==> config.mk <==
export PLATFORM = sky130hd
export DESIGN_NAME = pcit_target
export DESIGN_NICKNAME = d
export VERILOG_FILES = /design/src/rtl/pcit_pkg.sv /design/src/rtl/pcit_cmd_decode.sv /design/src/rtl/pcit_target.sv /design/src/rtl/pcit_wait_cnt.sv
export SDC_FILE = /design/constraint.sdc
export NUM_CORES = 1
export LEC_CHECK = 0
export BUFFER_PORTS_ARGS = -buffer_cell sky130_fd_sc_hd__buf_2
export CAP_MARGIN = 20
export CORE_UTILIZATION = 38
export DETAILED_ROUTE_END_ITERATION = 8
export HOLD_SLACK_MARGIN = 0.1
export PLACE_DENSITY_LB_ADDON = 0.1
export SETUP_SLACK_MARGIN = 0.15
export SLEW_MARGIN = 5
export SYNTH_ARGS = -nofsm -noshare
export SYNTH_HDL_FRONTEND = slang
export SYNTH_SLANG_ARGS = --single-unit
==> constraint.sdc <==
create_clock -name mclk -period 2.28 [get_ports mclk]
set_input_delay 0.228 -clock mclk [delete_from_list [all_inputs] [get_ports mclk]]
set_output_delay 0.228 -clock mclk [all_outputs]
set_load 0.01 [all_outputs]
==> src/rtl/pcit_pkg.sv <==
// constants shared by the pci target interface and its helpers
// assumes the whole block runs on the pci clock
package pcit_pkg;

  localparam int AD_W  = 32;
  localparam int CBE_W = 4;
  localparam int LAT_W = 5;

  // bus command codes as seen on the c/be# pins during the address phase
  localparam logic [3:0] CMD_IO_RD    = 4'h2;
  localparam logic [3:0] CMD_IO_WR    = 4'h3;
  localparam logic [3:0] CMD_MEM_RD   = 4'h6;
  localparam logic [3:0] CMD_MEM_WR   = 4'h7;
  localparam logic [3:0] CMD_CFG_RD   = 4'ha;
  localparam logic [3:0] CMD_CFG_WR   = 4'hb;
  localparam logic [3:0] CMD_MEM_RDM  = 4'hc;
  localparam logic [3:0] CMD_MEM_RDL  = 4'he;
  localparam logic [3:0] CMD_MEM_WRI  = 4'hf;

  // address phase fields
  localparam logic [1:0] ORDER_LINEAR = 2'h0;
  localparam logic [1:0] CFG_TYPE0    = 2'h0;
  localparam logic [AD_W-1:0] ADDR_STEP = 32'h0000_0004;

  // latency limits, in pci clocks
  localparam logic [LAT_W-1:0] LAT_FIRST = 5'h10;
  localparam logic [LAT_W-1:0] LAT_LATER = 5'h08;

  // reset values of the pin drivers
  localparam logic [AD_W-1:0] AD_RST = 32'h0000_0000;

  // which internal path a claimed cycle goes to
  typedef enum logic [2:0] {
    SP_NONE,
    SP_OPREG,
    SP_CFG,
    SP_ROM,
    SP_WIN
  } pcit_space_e;

endpackage

==> src/rtl/pcit_cmd_decode.sv <==
// command decoder: sorts a c/be# command code into claimable classes
// assumes the code is sampled during the address phase only
`timescale 1ns/1ps
module pcit_cmd_decode (
  input  wire logic [3:0] cbe_n,
  output logic            cmd_ok,
  output logic            cmd_write,
  output logic            cmd_io,
  output logic            cmd_mem,
  output logic            cmd_cfg
);

  // aliases fold onto the plain read and write; all others stay unclaimed
  always_comb begin
    cmd_ok    = 1'b1;
    cmd_write = 1'b0;
    cmd_io    = 1'b0;
    cmd_mem   = 1'b0;
    cmd_cfg   = 1'b0;
    case (cbe_n)
      pcit_pkg::CMD_IO_RD: cmd_io = 1'b1;
      pcit_pkg::CMD_IO_WR: begin
        cmd_io    = 1'b1;
        cmd_write = 1'b1;
      end
      pcit_pkg::CMD_MEM_RD,
      pcit_pkg::CMD_MEM_RDM,
      pcit_pkg::CMD_MEM_RDL: cmd_mem = 1'b1;
      pcit_pkg::CMD_MEM_WR,
      pcit_pkg::CMD_MEM_WRI: begin
        cmd_mem   = 1'b1;
        cmd_write = 1'b1;
      end
      pcit_pkg::CMD_CFG_RD: cmd_cfg = 1'b1;
      pcit_pkg::CMD_CFG_WR: begin
        cmd_cfg   = 1'b1;
        cmd_write = 1'b1;
      end
      default: cmd_ok = 1'b0; // interrupt ack, special cycle, reserved
    endcase
  end

endmodule

==> src/rtl/pcit_target.sv <==
// pci target interface: claims, sequences and terminates target cycles
// assumes every pci input is synchronous to mclk (the pci clock itself)
// assumes the hit inputs are decoded combinationally from ad_in
// Contract
// - claim only i/o, memory and configuration reads and writes, aliases included
// - memory read multiple and read line behave as a memory read
// - memory write and invalidate behaves as a memory write
// - latch address and command in the clock frame# first goes active
// - reads leave ad floating one clock after address; writes have none
// - frame# high marks last phase; a phase ends when irdy# and trdy# low
// - bus is idle once frame# and irdy# are both high
// - non-linear burst order: finish first phase with stop# asserted
// - register, configuration and rom bursts: one transfer with stop#
// - the four base address windows may burst over many phases
// - on reads trdy# stays high until valid data sits on ad
// - register read: stop# in clock three if frame# held with irdy#
// - pass-through read with empty buffer: stop# without trdy#, no data; here only at the latency limit, never with latency_en low
// - rom read retried until the serial memory fetch holds four bytes
// - register write: stop# in clock three, initiator may wait with irdy#
// - pass-through write bursts while room remains; full gives a retry
// - first pass-through read phase retried after sixteen clocks without data
// - retry is stop# and devsel# low with trdy# high
// - disconnect is stop#, trdy# and devsel# low together
// - never target abort: devsel# stays low whenever stop# is low
// - latency limits 16 then 8 clocks, ignored when latency_en is low
`timescale 1ns/1ps
module pcit_target #(
  parameter int AD_W = pcit_pkg::AD_W
) (
  input  wire logic            mclk,
  input  wire logic            rst_b,
  // pci bus side
  input  wire logic            frame_n,
  input  wire logic            irdy_n,
  input  wire logic            idsel,
  input  wire logic [3:0]      cbe_n,
  input  wire logic [AD_W-1:0] ad_in,
  output logic      [AD_W-1:0] ad_out,
  output logic                 ad_oe,
  output logic                 devsel_n,
  output logic                 devsel_oe,
  output logic                 trdy_n,
  output logic                 trdy_oe,
  output logic                 stop_n,
  output logic                 stop_oe,
  // address decode results for the current ad_in
  input  wire logic            opreg_hit,
  input  wire logic            rom_hit,
  input  wire logic            win_hit,
  // serial_config_memory byte 45h bit 0
  input  wire logic            latency_en,
  // internal read, write and rom paths
  input  wire logic            rd_valid,
  input  wire logic [AD_W-1:0] rd_data,
  input  wire logic            rom_ready,
  input  wire logic            wr_room,
  output logic                 acc_active,
  output logic                 acc_write,
  output logic      [2:0]      acc_space,
  output logic      [AD_W-1:0] acc_addr,
  output logic                 rd_pop,
  output logic                 wr_strobe,
  output logic      [AD_W-1:0] wr_data,
  output logic      [3:0]      wr_be
);

  typedef enum logic [1:0] {
    ST_IDLE,
    ST_DATA,
    ST_TERM,
    ST_RELEASE
  } pcit_state_e;

  pcit_state_e         state;
  pcit_pkg::pcit_space_e space;
  pcit_pkg::pcit_space_e hit_space;
  logic                bus_idle_q;
  logic                drive;
  logic                nonlin;
  logic                first;
  logic                cmd_ok;
  logic                cmd_write;
  logic                cmd_io;
  logic                cmd_mem;
  logic                cmd_cfg;
  logic                addr_phase;
  logic                claim;
  logic                single;
  logic                xfer;
  logic                room;
  logic                rd_ok;
  logic                ready;
  logic                refuse_now;
  logic                timeout;
  logic                lat_exp;
  logic                waiting;
  logic                cont;
  logic                load_rd;
  logic                stop_next;
  logic                abandon;
  logic                term_done;

  pcit_cmd_decode u_dec (
    .cbe_n     (cbe_n),
    .cmd_ok    (cmd_ok),
    .cmd_write (cmd_write),
    .cmd_io    (cmd_io),
    .cmd_mem   (cmd_mem),
    .cmd_cfg   (cmd_cfg)
  );

  // first-phase limit until a transfer completes, later-phase limit after
  pcit_wait_cnt #(
    .W (pcit_pkg::LAT_W)
  ) u_lat (
    .mclk    (mclk),
    .rst_b   (rst_b),
    .clear   (claim || xfer),
    .run     (state == ST_DATA),
    .limit   (first ? pcit_pkg::LAT_FIRST : pcit_pkg::LAT_LATER),
    .expired (lat_exp)
  );

  // idle tracking: an address phase needs an idle bus the clock before
  always_ff @(posedge mclk or negedge rst_b) begin
    if (!rst_b) begin
      bus_idle_q <= 1'b1;
    end else begin
      bus_idle_q <= frame_n && irdy_n;
    end
  end

  assign addr_phase = bus_idle_q && !frame_n && (state == ST_IDLE);

  // space select; configuration needs idsel and a type 0 address
  always_comb begin
    hit_space = pcit_pkg::SP_NONE;
    if (cmd_cfg && idsel && (ad_in[1:0] == pcit_pkg::CFG_TYPE0)) begin
      hit_space = pcit_pkg::SP_CFG;
    end else if ((cmd_io || cmd_mem) && opreg_hit) begin
      hit_space = pcit_pkg::SP_OPREG;
    end else if (cmd_mem && rom_hit) begin
      hit_space = pcit_pkg::SP_ROM;
    end else if ((cmd_io || cmd_mem) && win_hit) begin
      hit_space = pcit_pkg::SP_WIN;
    end
  end

  // a miss leaves devsel# undriven, so the initiator master-aborts
  assign claim = addr_phase && cmd_ok && (hit_space != pcit_pkg::SP_NONE);

  // data phase decisions, all made one clock ahead of the pins
  always_comb begin
    single     = (space != pcit_pkg::SP_WIN) || nonlin;
    xfer       = !irdy_n && !trdy_n && drive;
    room       = (space == pcit_pkg::SP_WIN) ? wr_room : 1'b1;
    rd_ok      = rd_valid && ((space != pcit_pkg::SP_ROM) || rom_ready);
    ready      = acc_write ? room : rd_ok;
    refuse_now = acc_write ? !room
                           : ((space == pcit_pkg::SP_ROM) && !rom_ready && first);
    timeout    = latency_en && lat_exp;
    waiting    = (state == ST_DATA) && trdy_n && stop_n;
    cont       = (state == ST_DATA) && xfer && !frame_n && stop_n && !single;
    load_rd    = !acc_write && rd_ok && (waiting || cont);
    // writes to single-phase spaces always stop; reads only on a burst
    // frame# alone is only initiator waiting, a burst needs irdy# with it
    stop_next  = single && (acc_write || (!frame_n && !irdy_n));
    // initiator gave up on its own with both handshakes released
    abandon    = (state == ST_DATA) && frame_n && irdy_n;
    term_done  = frame_n && (trdy_n || !irdy_n);
  end

  assign rd_pop = load_rd;

  // cycle sequencer
  always_ff @(posedge mclk or negedge rst_b) begin
    if (!rst_b) begin
      state <= ST_IDLE;
    end else begin
      unique case (state)
        ST_IDLE: begin
          if (claim) begin
            state <= ST_DATA;
          end
        end
        ST_DATA: begin
          if (abandon) begin
            state <= ST_RELEASE;
          end else if (waiting && ready && stop_next) begin
            state <= ST_TERM;
          end else if (waiting && !ready && (refuse_now || timeout)) begin
            state <= ST_TERM;
          end else if (xfer && frame_n) begin
            state <= ST_RELEASE;
          end else if (xfer && single) begin
            state <= ST_TERM;
          end
        end
        ST_TERM: begin
          if (term_done) begin
            state <= ST_RELEASE;
          end
        end
        ST_RELEASE: begin
          state <= ST_IDLE;
        end
      endcase
    end
  end

  // target control pins; all three are driven high for one clock before float
  always_ff @(posedge mclk or negedge rst_b) begin
    if (!rst_b) begin
      drive    <= 1'b0;
      devsel_n <= 1'b1;
      trdy_n   <= 1'b1;
      stop_n   <= 1'b1;
    end else begin
      unique case (state)
        ST_IDLE: begin
          if (claim) begin
            drive    <= 1'b1;
            devsel_n <= 1'b0;
          end
        end
        ST_DATA: begin
          if (abandon) begin
            devsel_n <= 1'b1;
            trdy_n   <= 1'b1;
          end else if (waiting && ready) begin
            trdy_n <= 1'b0;
            stop_n <= !stop_next;
          end else if (waiting && (refuse_now || timeout)) begin
            stop_n <= 1'b0;
          end else if (xfer && frame_n) begin
            trdy_n   <= 1'b1;
            devsel_n <= 1'b1;
          end else if (xfer && single) begin
            trdy_n <= 1'b1;
            stop_n <= 1'b0;
          end else if (cont) begin
            trdy_n <= !ready;
          end
        end
        ST_TERM: begin
          // devsel# held low through stop#, so no abort is ever shown
          if (term_done) begin
            stop_n   <= 1'b1;
            trdy_n   <= 1'b1;
            devsel_n <= 1'b1;
          end else if (xfer) begin
            trdy_n <= 1'b1;
          end
        end
        ST_RELEASE: begin
          drive <= 1'b0;
        end
      endcase
    end
  end

  assign devsel_oe = drive;
  assign trdy_oe   = drive;
  assign stop_oe   = drive;

  // ad drive: set at the end of the turn-around clock, so never in it
  always_ff @(posedge mclk or negedge rst_b) begin
    if (!rst_b) begin
      ad_oe <= 1'b0;
    end else if (((state == ST_DATA) && !acc_write && !abandon && !(xfer && frame_n)) ||
                 ((state == ST_TERM) && !acc_write && !trdy_n && !term_done && !xfer)) begin
      ad_oe <= 1'b1;
    end else begin
      ad_oe <= 1'b0;
    end
  end

  // read data register; a word is fetched ahead only while frame# shows the burst goes on
  always_ff @(posedge mclk or negedge rst_b) begin
    if (!rst_b) begin
      ad_out <= pcit_pkg::AD_RST;
    end else if (load_rd) begin
      ad_out <= rd_data;
    end
  end

  // cycle attributes latched in the address phase
  always_ff @(posedge mclk or negedge rst_b) begin
    if (!rst_b) begin
      space     <= pcit_pkg::SP_NONE;
      acc_write <= 1'b0;
      nonlin    <= 1'b0;
    end else if (claim) begin
      space     <= hit_space;
      acc_write <= cmd_write;
      nonlin    <= cmd_mem && (ad_in[1:0] != pcit_pkg::ORDER_LINEAR);
    end
  end

  // address counter steps one doubleword per completed phase
  always_ff @(posedge mclk or negedge rst_b) begin
    if (!rst_b) begin
      acc_addr <= pcit_pkg::AD_RST;
    end else if (claim) begin
      acc_addr <= ad_in;
    end else if (xfer) begin
      acc_addr <= acc_addr + pcit_pkg::ADDR_STEP;
    end
  end

  // first-phase flag picks the latency limit
  always_ff @(posedge mclk or negedge rst_b) begin
    if (!rst_b) begin
      first <= 1'b1;
    end else if (claim) begin
      first <= 1'b1;
    end else if (xfer) begin
      first <= 1'b0;
    end
  end

  // write data handed on one clock after the phase completes
  always_ff @(posedge mclk or negedge rst_b) begin
    if (!rst_b) begin
      wr_strobe <= 1'b0;
      wr_data   <= pcit_pkg::AD_RST;
      wr_be     <= 4'h0;
    end else begin
      wr_strobe <= xfer && acc_write;
      if (xfer && acc_write) begin
        wr_data <= ad_in;
        wr_be   <= ~cbe_n;
      end
    end
  end

  assign acc_active = (state != ST_IDLE);
  assign acc_space  = space;

endmodule

==> src/rtl/pcit_wait_cnt.sv <==
// wait counter: counts clocks since the last clear, flags the limit
// assumes clear marks a clock that itself counts as the first
`timescale 1ns/1ps
module pcit_wait_cnt #(
  parameter int W = 5
) (
  input  wire logic         mclk,
  input  wire logic         rst_b,
  input  wire logic         clear,
  input  wire logic         run,
  input  wire logic [W-1:0] limit,
  output logic              expired
);

  logic [W-1:0] cnt;

  // saturates so a long wait with the limit ignored cannot wrap
  always_ff @(posedge mclk or negedge rst_b) begin
    if (!rst_b) begin
      cnt <= '0;
    end else if (clear) begin
      cnt <= {{(W-1){1'b0}}, 1'b1};
    end else if (run && (cnt != {W{1'b1}})) begin
      cnt <= cnt + {{(W-1){1'b0}}, 1'b1};
    end
  end

  // expires in the clock whose decision shows on the pins limit clocks after clear
  assign expired = run && (cnt >= (limit - {{(W-1){1'b0}}, 1'b1}));

endmodule

# Word level (Yosys, flattened, before mapping)
# Cells that the tools add are included.
# op_classes
eq_ne,29
order_cmp,1
reduce_logical,89
mux,52
add_sub_neg,3
n_bitwise,1
# op_table
cell,count
two-way mux 32 bit,2
logical AND 1 bit,47
adder 32 x 3 -> 32 bit (second input constant),1
two-way mux 1 bit,31
== test 4 bit (second input constant),5
two-way mux 5 bit,3
inequality test 3 bit (second input constant),5
two-way mux 2 bit,7
zero test 1 bit,13
two-way mux 3 bit,4
inequality test 4 bit (second input constant),3
inequality test 6 bit (second input constant),2
nonzero test 2 bit,6
logical OR 1 bit,9
OR reduction 9 bit,1
== test 4 x 2 -> 1 bit (second input constant),2
== test 4 x 3 -> 1 bit (second input constant),2
one-hot mux 2 bit (4 select lines),1
inequality test 2 bit (second input constant),3
one-hot mux 1 bit (2 select lines),3
AND reduction 6 bit,1
nonzero test 3 bit,2
adder 5 x 1 -> 5 bit (second input constant),1
greater-or-equal comparator 5 bit,1
other kinds (17),20
# totals
output_inout_bits,114
reg_bits,120
in_bits,80
wordCells,192

# Depth between registers and ports, before layout
# logic_depth
ltp_word,14
depth_mapped,8
ltp_nobuf,8

# Modules after synthesis
# Synthesis repeated with hierarchy kept, for this count alone.
# hier_totals
hier_cells,512
hier_area_um2,5970.7
# modules_own_cells
mod,area_per_inst_um2,instances,cells_each
pcit_target,5494.0,1,461
pcit_wait_cnt,424.2,1,45
pcit_cmd_decode,52.6,1,6

# Worst setup path before layout
# No wires, ideal clock.
# synth_timing
path_type,register -> register
from,reg space[0] (netlist: acc_space[0])
to,reg ad_out[17]
path_buffers,2
arrival_ns,2.242
setup_time_ns,0.125
required_time_ns,2.155
slack_ns,-0.087
synth_period_minus_slack_ns,2.367
stages_incl_launch_ff,8
cell_sequence,dfrtp_1 -> or4b_1 -> clkbuf_1 -> nor3_2 -> nor2_1 -> nor4b_4 -> buf_6 -> mux2_2
# synth_between
elab_chain_cells,6
# synth_rtl
element,line_no,rtl
"start, declared",pcit_target.sv:75,pcit_pkg::pcit_space_e space;
"start signal, assigned",pcit_target.sv:290,space <= pcit_pkg::SP_NONE;
"start signal, assigned",pcit_target.sv:294,space <= hit_space;
inequality test 3 bit,pcit_target.sv:154,single = (space != pcit_pkg::SP_WIN) || nonlin;
logical OR 1 bit,pcit_target.sv:154,
zero test 1 bit,pcit_target.sv:163,cont = (state == ST_DATA) && xfer && !frame_n && stop_n && !single;
logical AND 1 bit,pcit_target.sv:163,
logical OR 1 bit,pcit_target.sv:164,load_rd = !acc_write && rd_ok && (waiting || cont);
logical AND 1 bit (*),pcit_target.sv:164,
named net rd_pop,pcit_target.sv:61,"output logic rd_pop,"
"end signal, assigned",pcit_target.sv:281,ad_out <= pcit_pkg::AD_RST;
"end signal, assigned",pcit_target.sv:283,ad_out <= rd_data;
"end, declared",pcit_target.sv:38,"output logic [AD_W-1:0] ad_out,"
# Mark *: on every way through the listed nets, which the timed path passes. The rest lies on a longest branch.
# A chain may end at the register's enable or synchronous reset.

# Final worst setup path
# layout_timing
from,reg nonlin
to,out rd_pop
# layout_between
elab_chain_cells,5
# layout_rtl
element,line_no,rtl
"start, declared",pcit_target.sv:79,logic nonlin;
"start signal, assigned",pcit_target.sv:296,nonlin <= cmd_mem && (ad_in[1:0] != pcit_pkg::ORDER_LINEAR);
logical OR 1 bit,pcit_target.sv:154,
zero test 1 bit,pcit_target.sv:163,
logical AND 1 bit,pcit_target.sv:163,
logical OR 1 bit,pcit_target.sv:164,
logical AND 1 bit,pcit_target.sv:164,
"end, declared",pcit_target.sv:61,
# No other way between the ends.

==> summary.md <==
| Metric | Value |
|---|---|
| Result of the run | `finished, violations left` |
| Final period util | `1.02` |
| Net switching component of the power | `3580 uW` |
| Final net count | `874` |
| Leading area contributor after synthesis | `dfrtp_1` |
| Minimum setup slack after placement | `66.1 ps` |
| Timing startpoint of the critical path | `nonlin$_DFFE_PN0P_` |
| Hold wc startpoint | `ad_in[1]` |
| Sequential area share after synthesis | `0.538` |
| Filler Cells Inserted | `1154` |
| Vias in the first global route | `4942` |
| Class of the most critical hold timing path | `primary input to register` |
| Area grow syn2layout | `53.5%` |
| Vias per std cell | `5.02` |
| Global-route wire length before repair | `25000 um` |
| Layout Utilization | `0.609` |
| Number of optimization iterations in the first detailed-route pass | `5` |
| Die Y-Extent | `123 um` |
| Fraction of registers with async set/reset | `1.00` |
| Yosys warning total | `0` |
| Proportion of power drawn by the clock network | `0.268` |
| Std-Cell Core Area | `14100 um2` |
| Mean instance size in the synthesized netlist | `11.3 um2` |
| Leak | `0.00426 uW` |
| Syn Std Cell Area | `5590 um2` |
| Top-area cell type share of the netlist area | `0.515` |
| Crit path DAT | `2100 ps` |
| Starting utilization of the core area | `0.397` |
| Port-buffer cells | `193` |
| Fraction of layout cells with a size suffix above 1 | `0.454` |
| Worst IR Drop VDD | `0.560 mV` |
| Switching fraction of total power | `0.348` |
| Post-synthesis cell count | `493` |
| Post-route cell area | `8580 um2` |
| Clock slew at reported path FFs | `60 ps` |
| Via total after detailed routing | `4916` |
| Max Buffers Root-to-Sink | `2` |
| Clock sink total | `120` |
| Clock tree from TritonCTS | `built` |
| Relative slew margins | `0.525` |
| Most common cell after layout, fill and taps aside | `buf_2` |
| Internal power summed over all cells | `6690 uW` |
| Count of endpoints failing hold in the final timing report | `0` |
| Most common flop cell mapped by yosys | `dfrtp_1` |
| Setup CP Type | `register to output port` |
| Pwr Density | `1200 nW/um2` |
| Clock root cell | `clkbuf_16` |
| Ports placed on the boundary | `194` |
| Count of flip-flops with a built-in enable after synthesis | `0` |
| Logic gate share of total power | `0.365` |
| DRC violations left | `0` |
| Min cycle time layout | `2330 ps` |
| Initial antenna violation count | `0` |
| Total GRT Usage | `0.218` |
| Max capacitance violation total | `0` |
| Pin count of the biggest net entering global routing | `121` |
| Violations in the final reports | `setup timing` |
| Reg-to-Reg Start | `nonlin$_DFFE_PN0P_` |
| PnR worst setup slack | `-45.9 ps` |
| H-Tree Level Count | `4` |
| Global route overflow | `0` |
| Critical path launch point type | `register` |
| Slew at the pin closest to its max-slew limit | `713 ps` |
| Largest driver fanout on the critical path | `3` |
| Sort of element at the end of the critical path | `output port` |
| Final Max Tran Viols | `0` |
| Maximum clock frequency | `430 MHz` |
| Top post-synthesis cells by area | `dfrtp_1, mux2_2, xor2_1` |
| Cell Rows | `43` |
| Area after detailed placement | `6940 um2` |
| Sequential group share of total power | `0.367` |
| Unrepaired setup endpoints after global routing | `true` |
| # diodes | `0` |
| Netlist cell types | `50` |
| RD Place Congestion | `0.813` |
| Most frequent cells in the layout | `buf_2, dfrtp_1, dlygate4sd3_1` |
| Antenna-violating nets left | `0` |
| Clock Skew | `8.04 ps` |
| Number of clock buffers inserted by TritonCTS | `17` |
| Final TNS setup | `-170 ps` |
| Wire length after detailed routing | `16500 um` |
| Final setup viols | `9` |
| Die outline area | `15200 um2` |
| Number of nets produced by synthesis | `581` |
| Die outline width | `123 um` |
| DRT iter0 DRCs | `220` |
| Clk_lat worst skew | `410 ps` |
| Crit path required time | `2050 ps` |
| Wire length per cell | `16.9 um` |
| Tightest hold margin | `118 ps` |
| Flop and latch count out of synthesis | `120` |
| Estimated wirelength of the detail-placed design | `10300 um` |
[synthesized netlist by cell type (all sizes together), types with 2 or more instances]
library cell  count
or2               2
nand2b            3
nand2            53
o21a              3
dfrtp           115
o32a              2
mux2i             5
nor2b             4
a21oi            10
nor2             24
clkbuf           15
nor3              8
dfstp             5
a31oi             2
o21ai            42
o221ai            3
nand3            13
inv              15
xnor2             9
o211ai            3
buf               9
a311oi            2
nand4bb           2
o22ai             4
mux2             70
nor4              2
and2              2
nand4            13
ha                8
xor2             23
or3b              2
a21o              2
and3              9
[power by group through the flow]
| stage | clock network, uW | registers, uW | logic [uW] |
|---|---|---|---|
| after floorplan | 0 | 4090 | 1540 |
| after global placement | 0 | 3730 | 3390 |
| after CTS | 2810 | 3750 | 3570 |
| final | 2750 | 3770 | 3750 |
| after global routing | 2900 | 3900 | 4100 |
| after detailed placement | 0 | 3770 | 3420 |
[sequential cells by signal, indices dropped and copies added, names as in the netlist, 2 cells and up]
signal and cells:
acc_addr 32, ad_out 32, wr_data 32, u_lat.cnt 5, wr_be 4, acc_space 3, state 2
[final timing paths]
kind	endpoint	slack [ps]	depth (start not counted)
worst max-delay path	rd_pop	-50	6
worst max register to register	ad_out[14]$_DFFE_PN0P_	-30	8
worst min register to register	wr_be[2]$_DFFE_PN0P_	480	2
max in group asynchronous	acc_addr[2]$_DFFE_PN0N_	1280	3
worst min-delay path	acc_addr[1]$_DFFE_PN0P_	120	2
min in group asynchronous	state[0]$_DFFE_PN0P_	410	3
[kinds of logic (layout without fill, tap and decap cells)]
logic type                 count (synthesis)  in the layout  synth area share
and+or+nand+nor                          142            142             0.129
xor gates and xnor gates                  32             32            0.0501
muxes                                     75             75             0.150
DFF                                      120            120             0.538
AOI/OAI and AO/OA                         77             77            0.0828
adders and majority gates                  8              8            0.0179
buffers and inverters                     39            345            0.0318
[metrics by stage]
| step | instances | power [uW] |
|---|---|---|
| after floorplan | 493 | 5630 |
| after global placement | 864 | 7120 |
| after detailed placement | 864 | 7190 |
| after CTS | 971 | 10100 |
| after global routing | 979 | 10900 |
| final | 979 | 10300 |
[worst max-delay path, stage by stage, from the launching register on]
cell and delay, ps:
dfrtp_1 370, or4b_4 560, nor3_4 130, nor2_2 70, nor4b_4 290, buf_12 150
buf_2 120
[what timing repair did]
action	in CTS	in global routing
hold endpoints to repair	214	0
setup endpoints to repair	47	64
gates cloned	3	0
buffers inserted	4	8
gates resized for setup	11	35
hold buffers	68	0
pin swaps	3	5
[final cells by class]
cell class,instances,area [um2],share of cell area
timing repair buffer,298,2070,0.241
sequential,120,3010,0.351
inverter,15,56.3,0.00656
clock inverter,12,140,0.0163
tap,180,225,0.0262
multi-input combinational,334,2610,0.305
clock buffer,20,467,0.0544
[per-layer routing]
layer  part of all wire  global-route usage
met1               0.44               0.264
met2               0.50               0.373
met3              0.057              0.0604
met4              0.011              0.0700
met5                  0                   0
(Power assumes the default switching activity.)
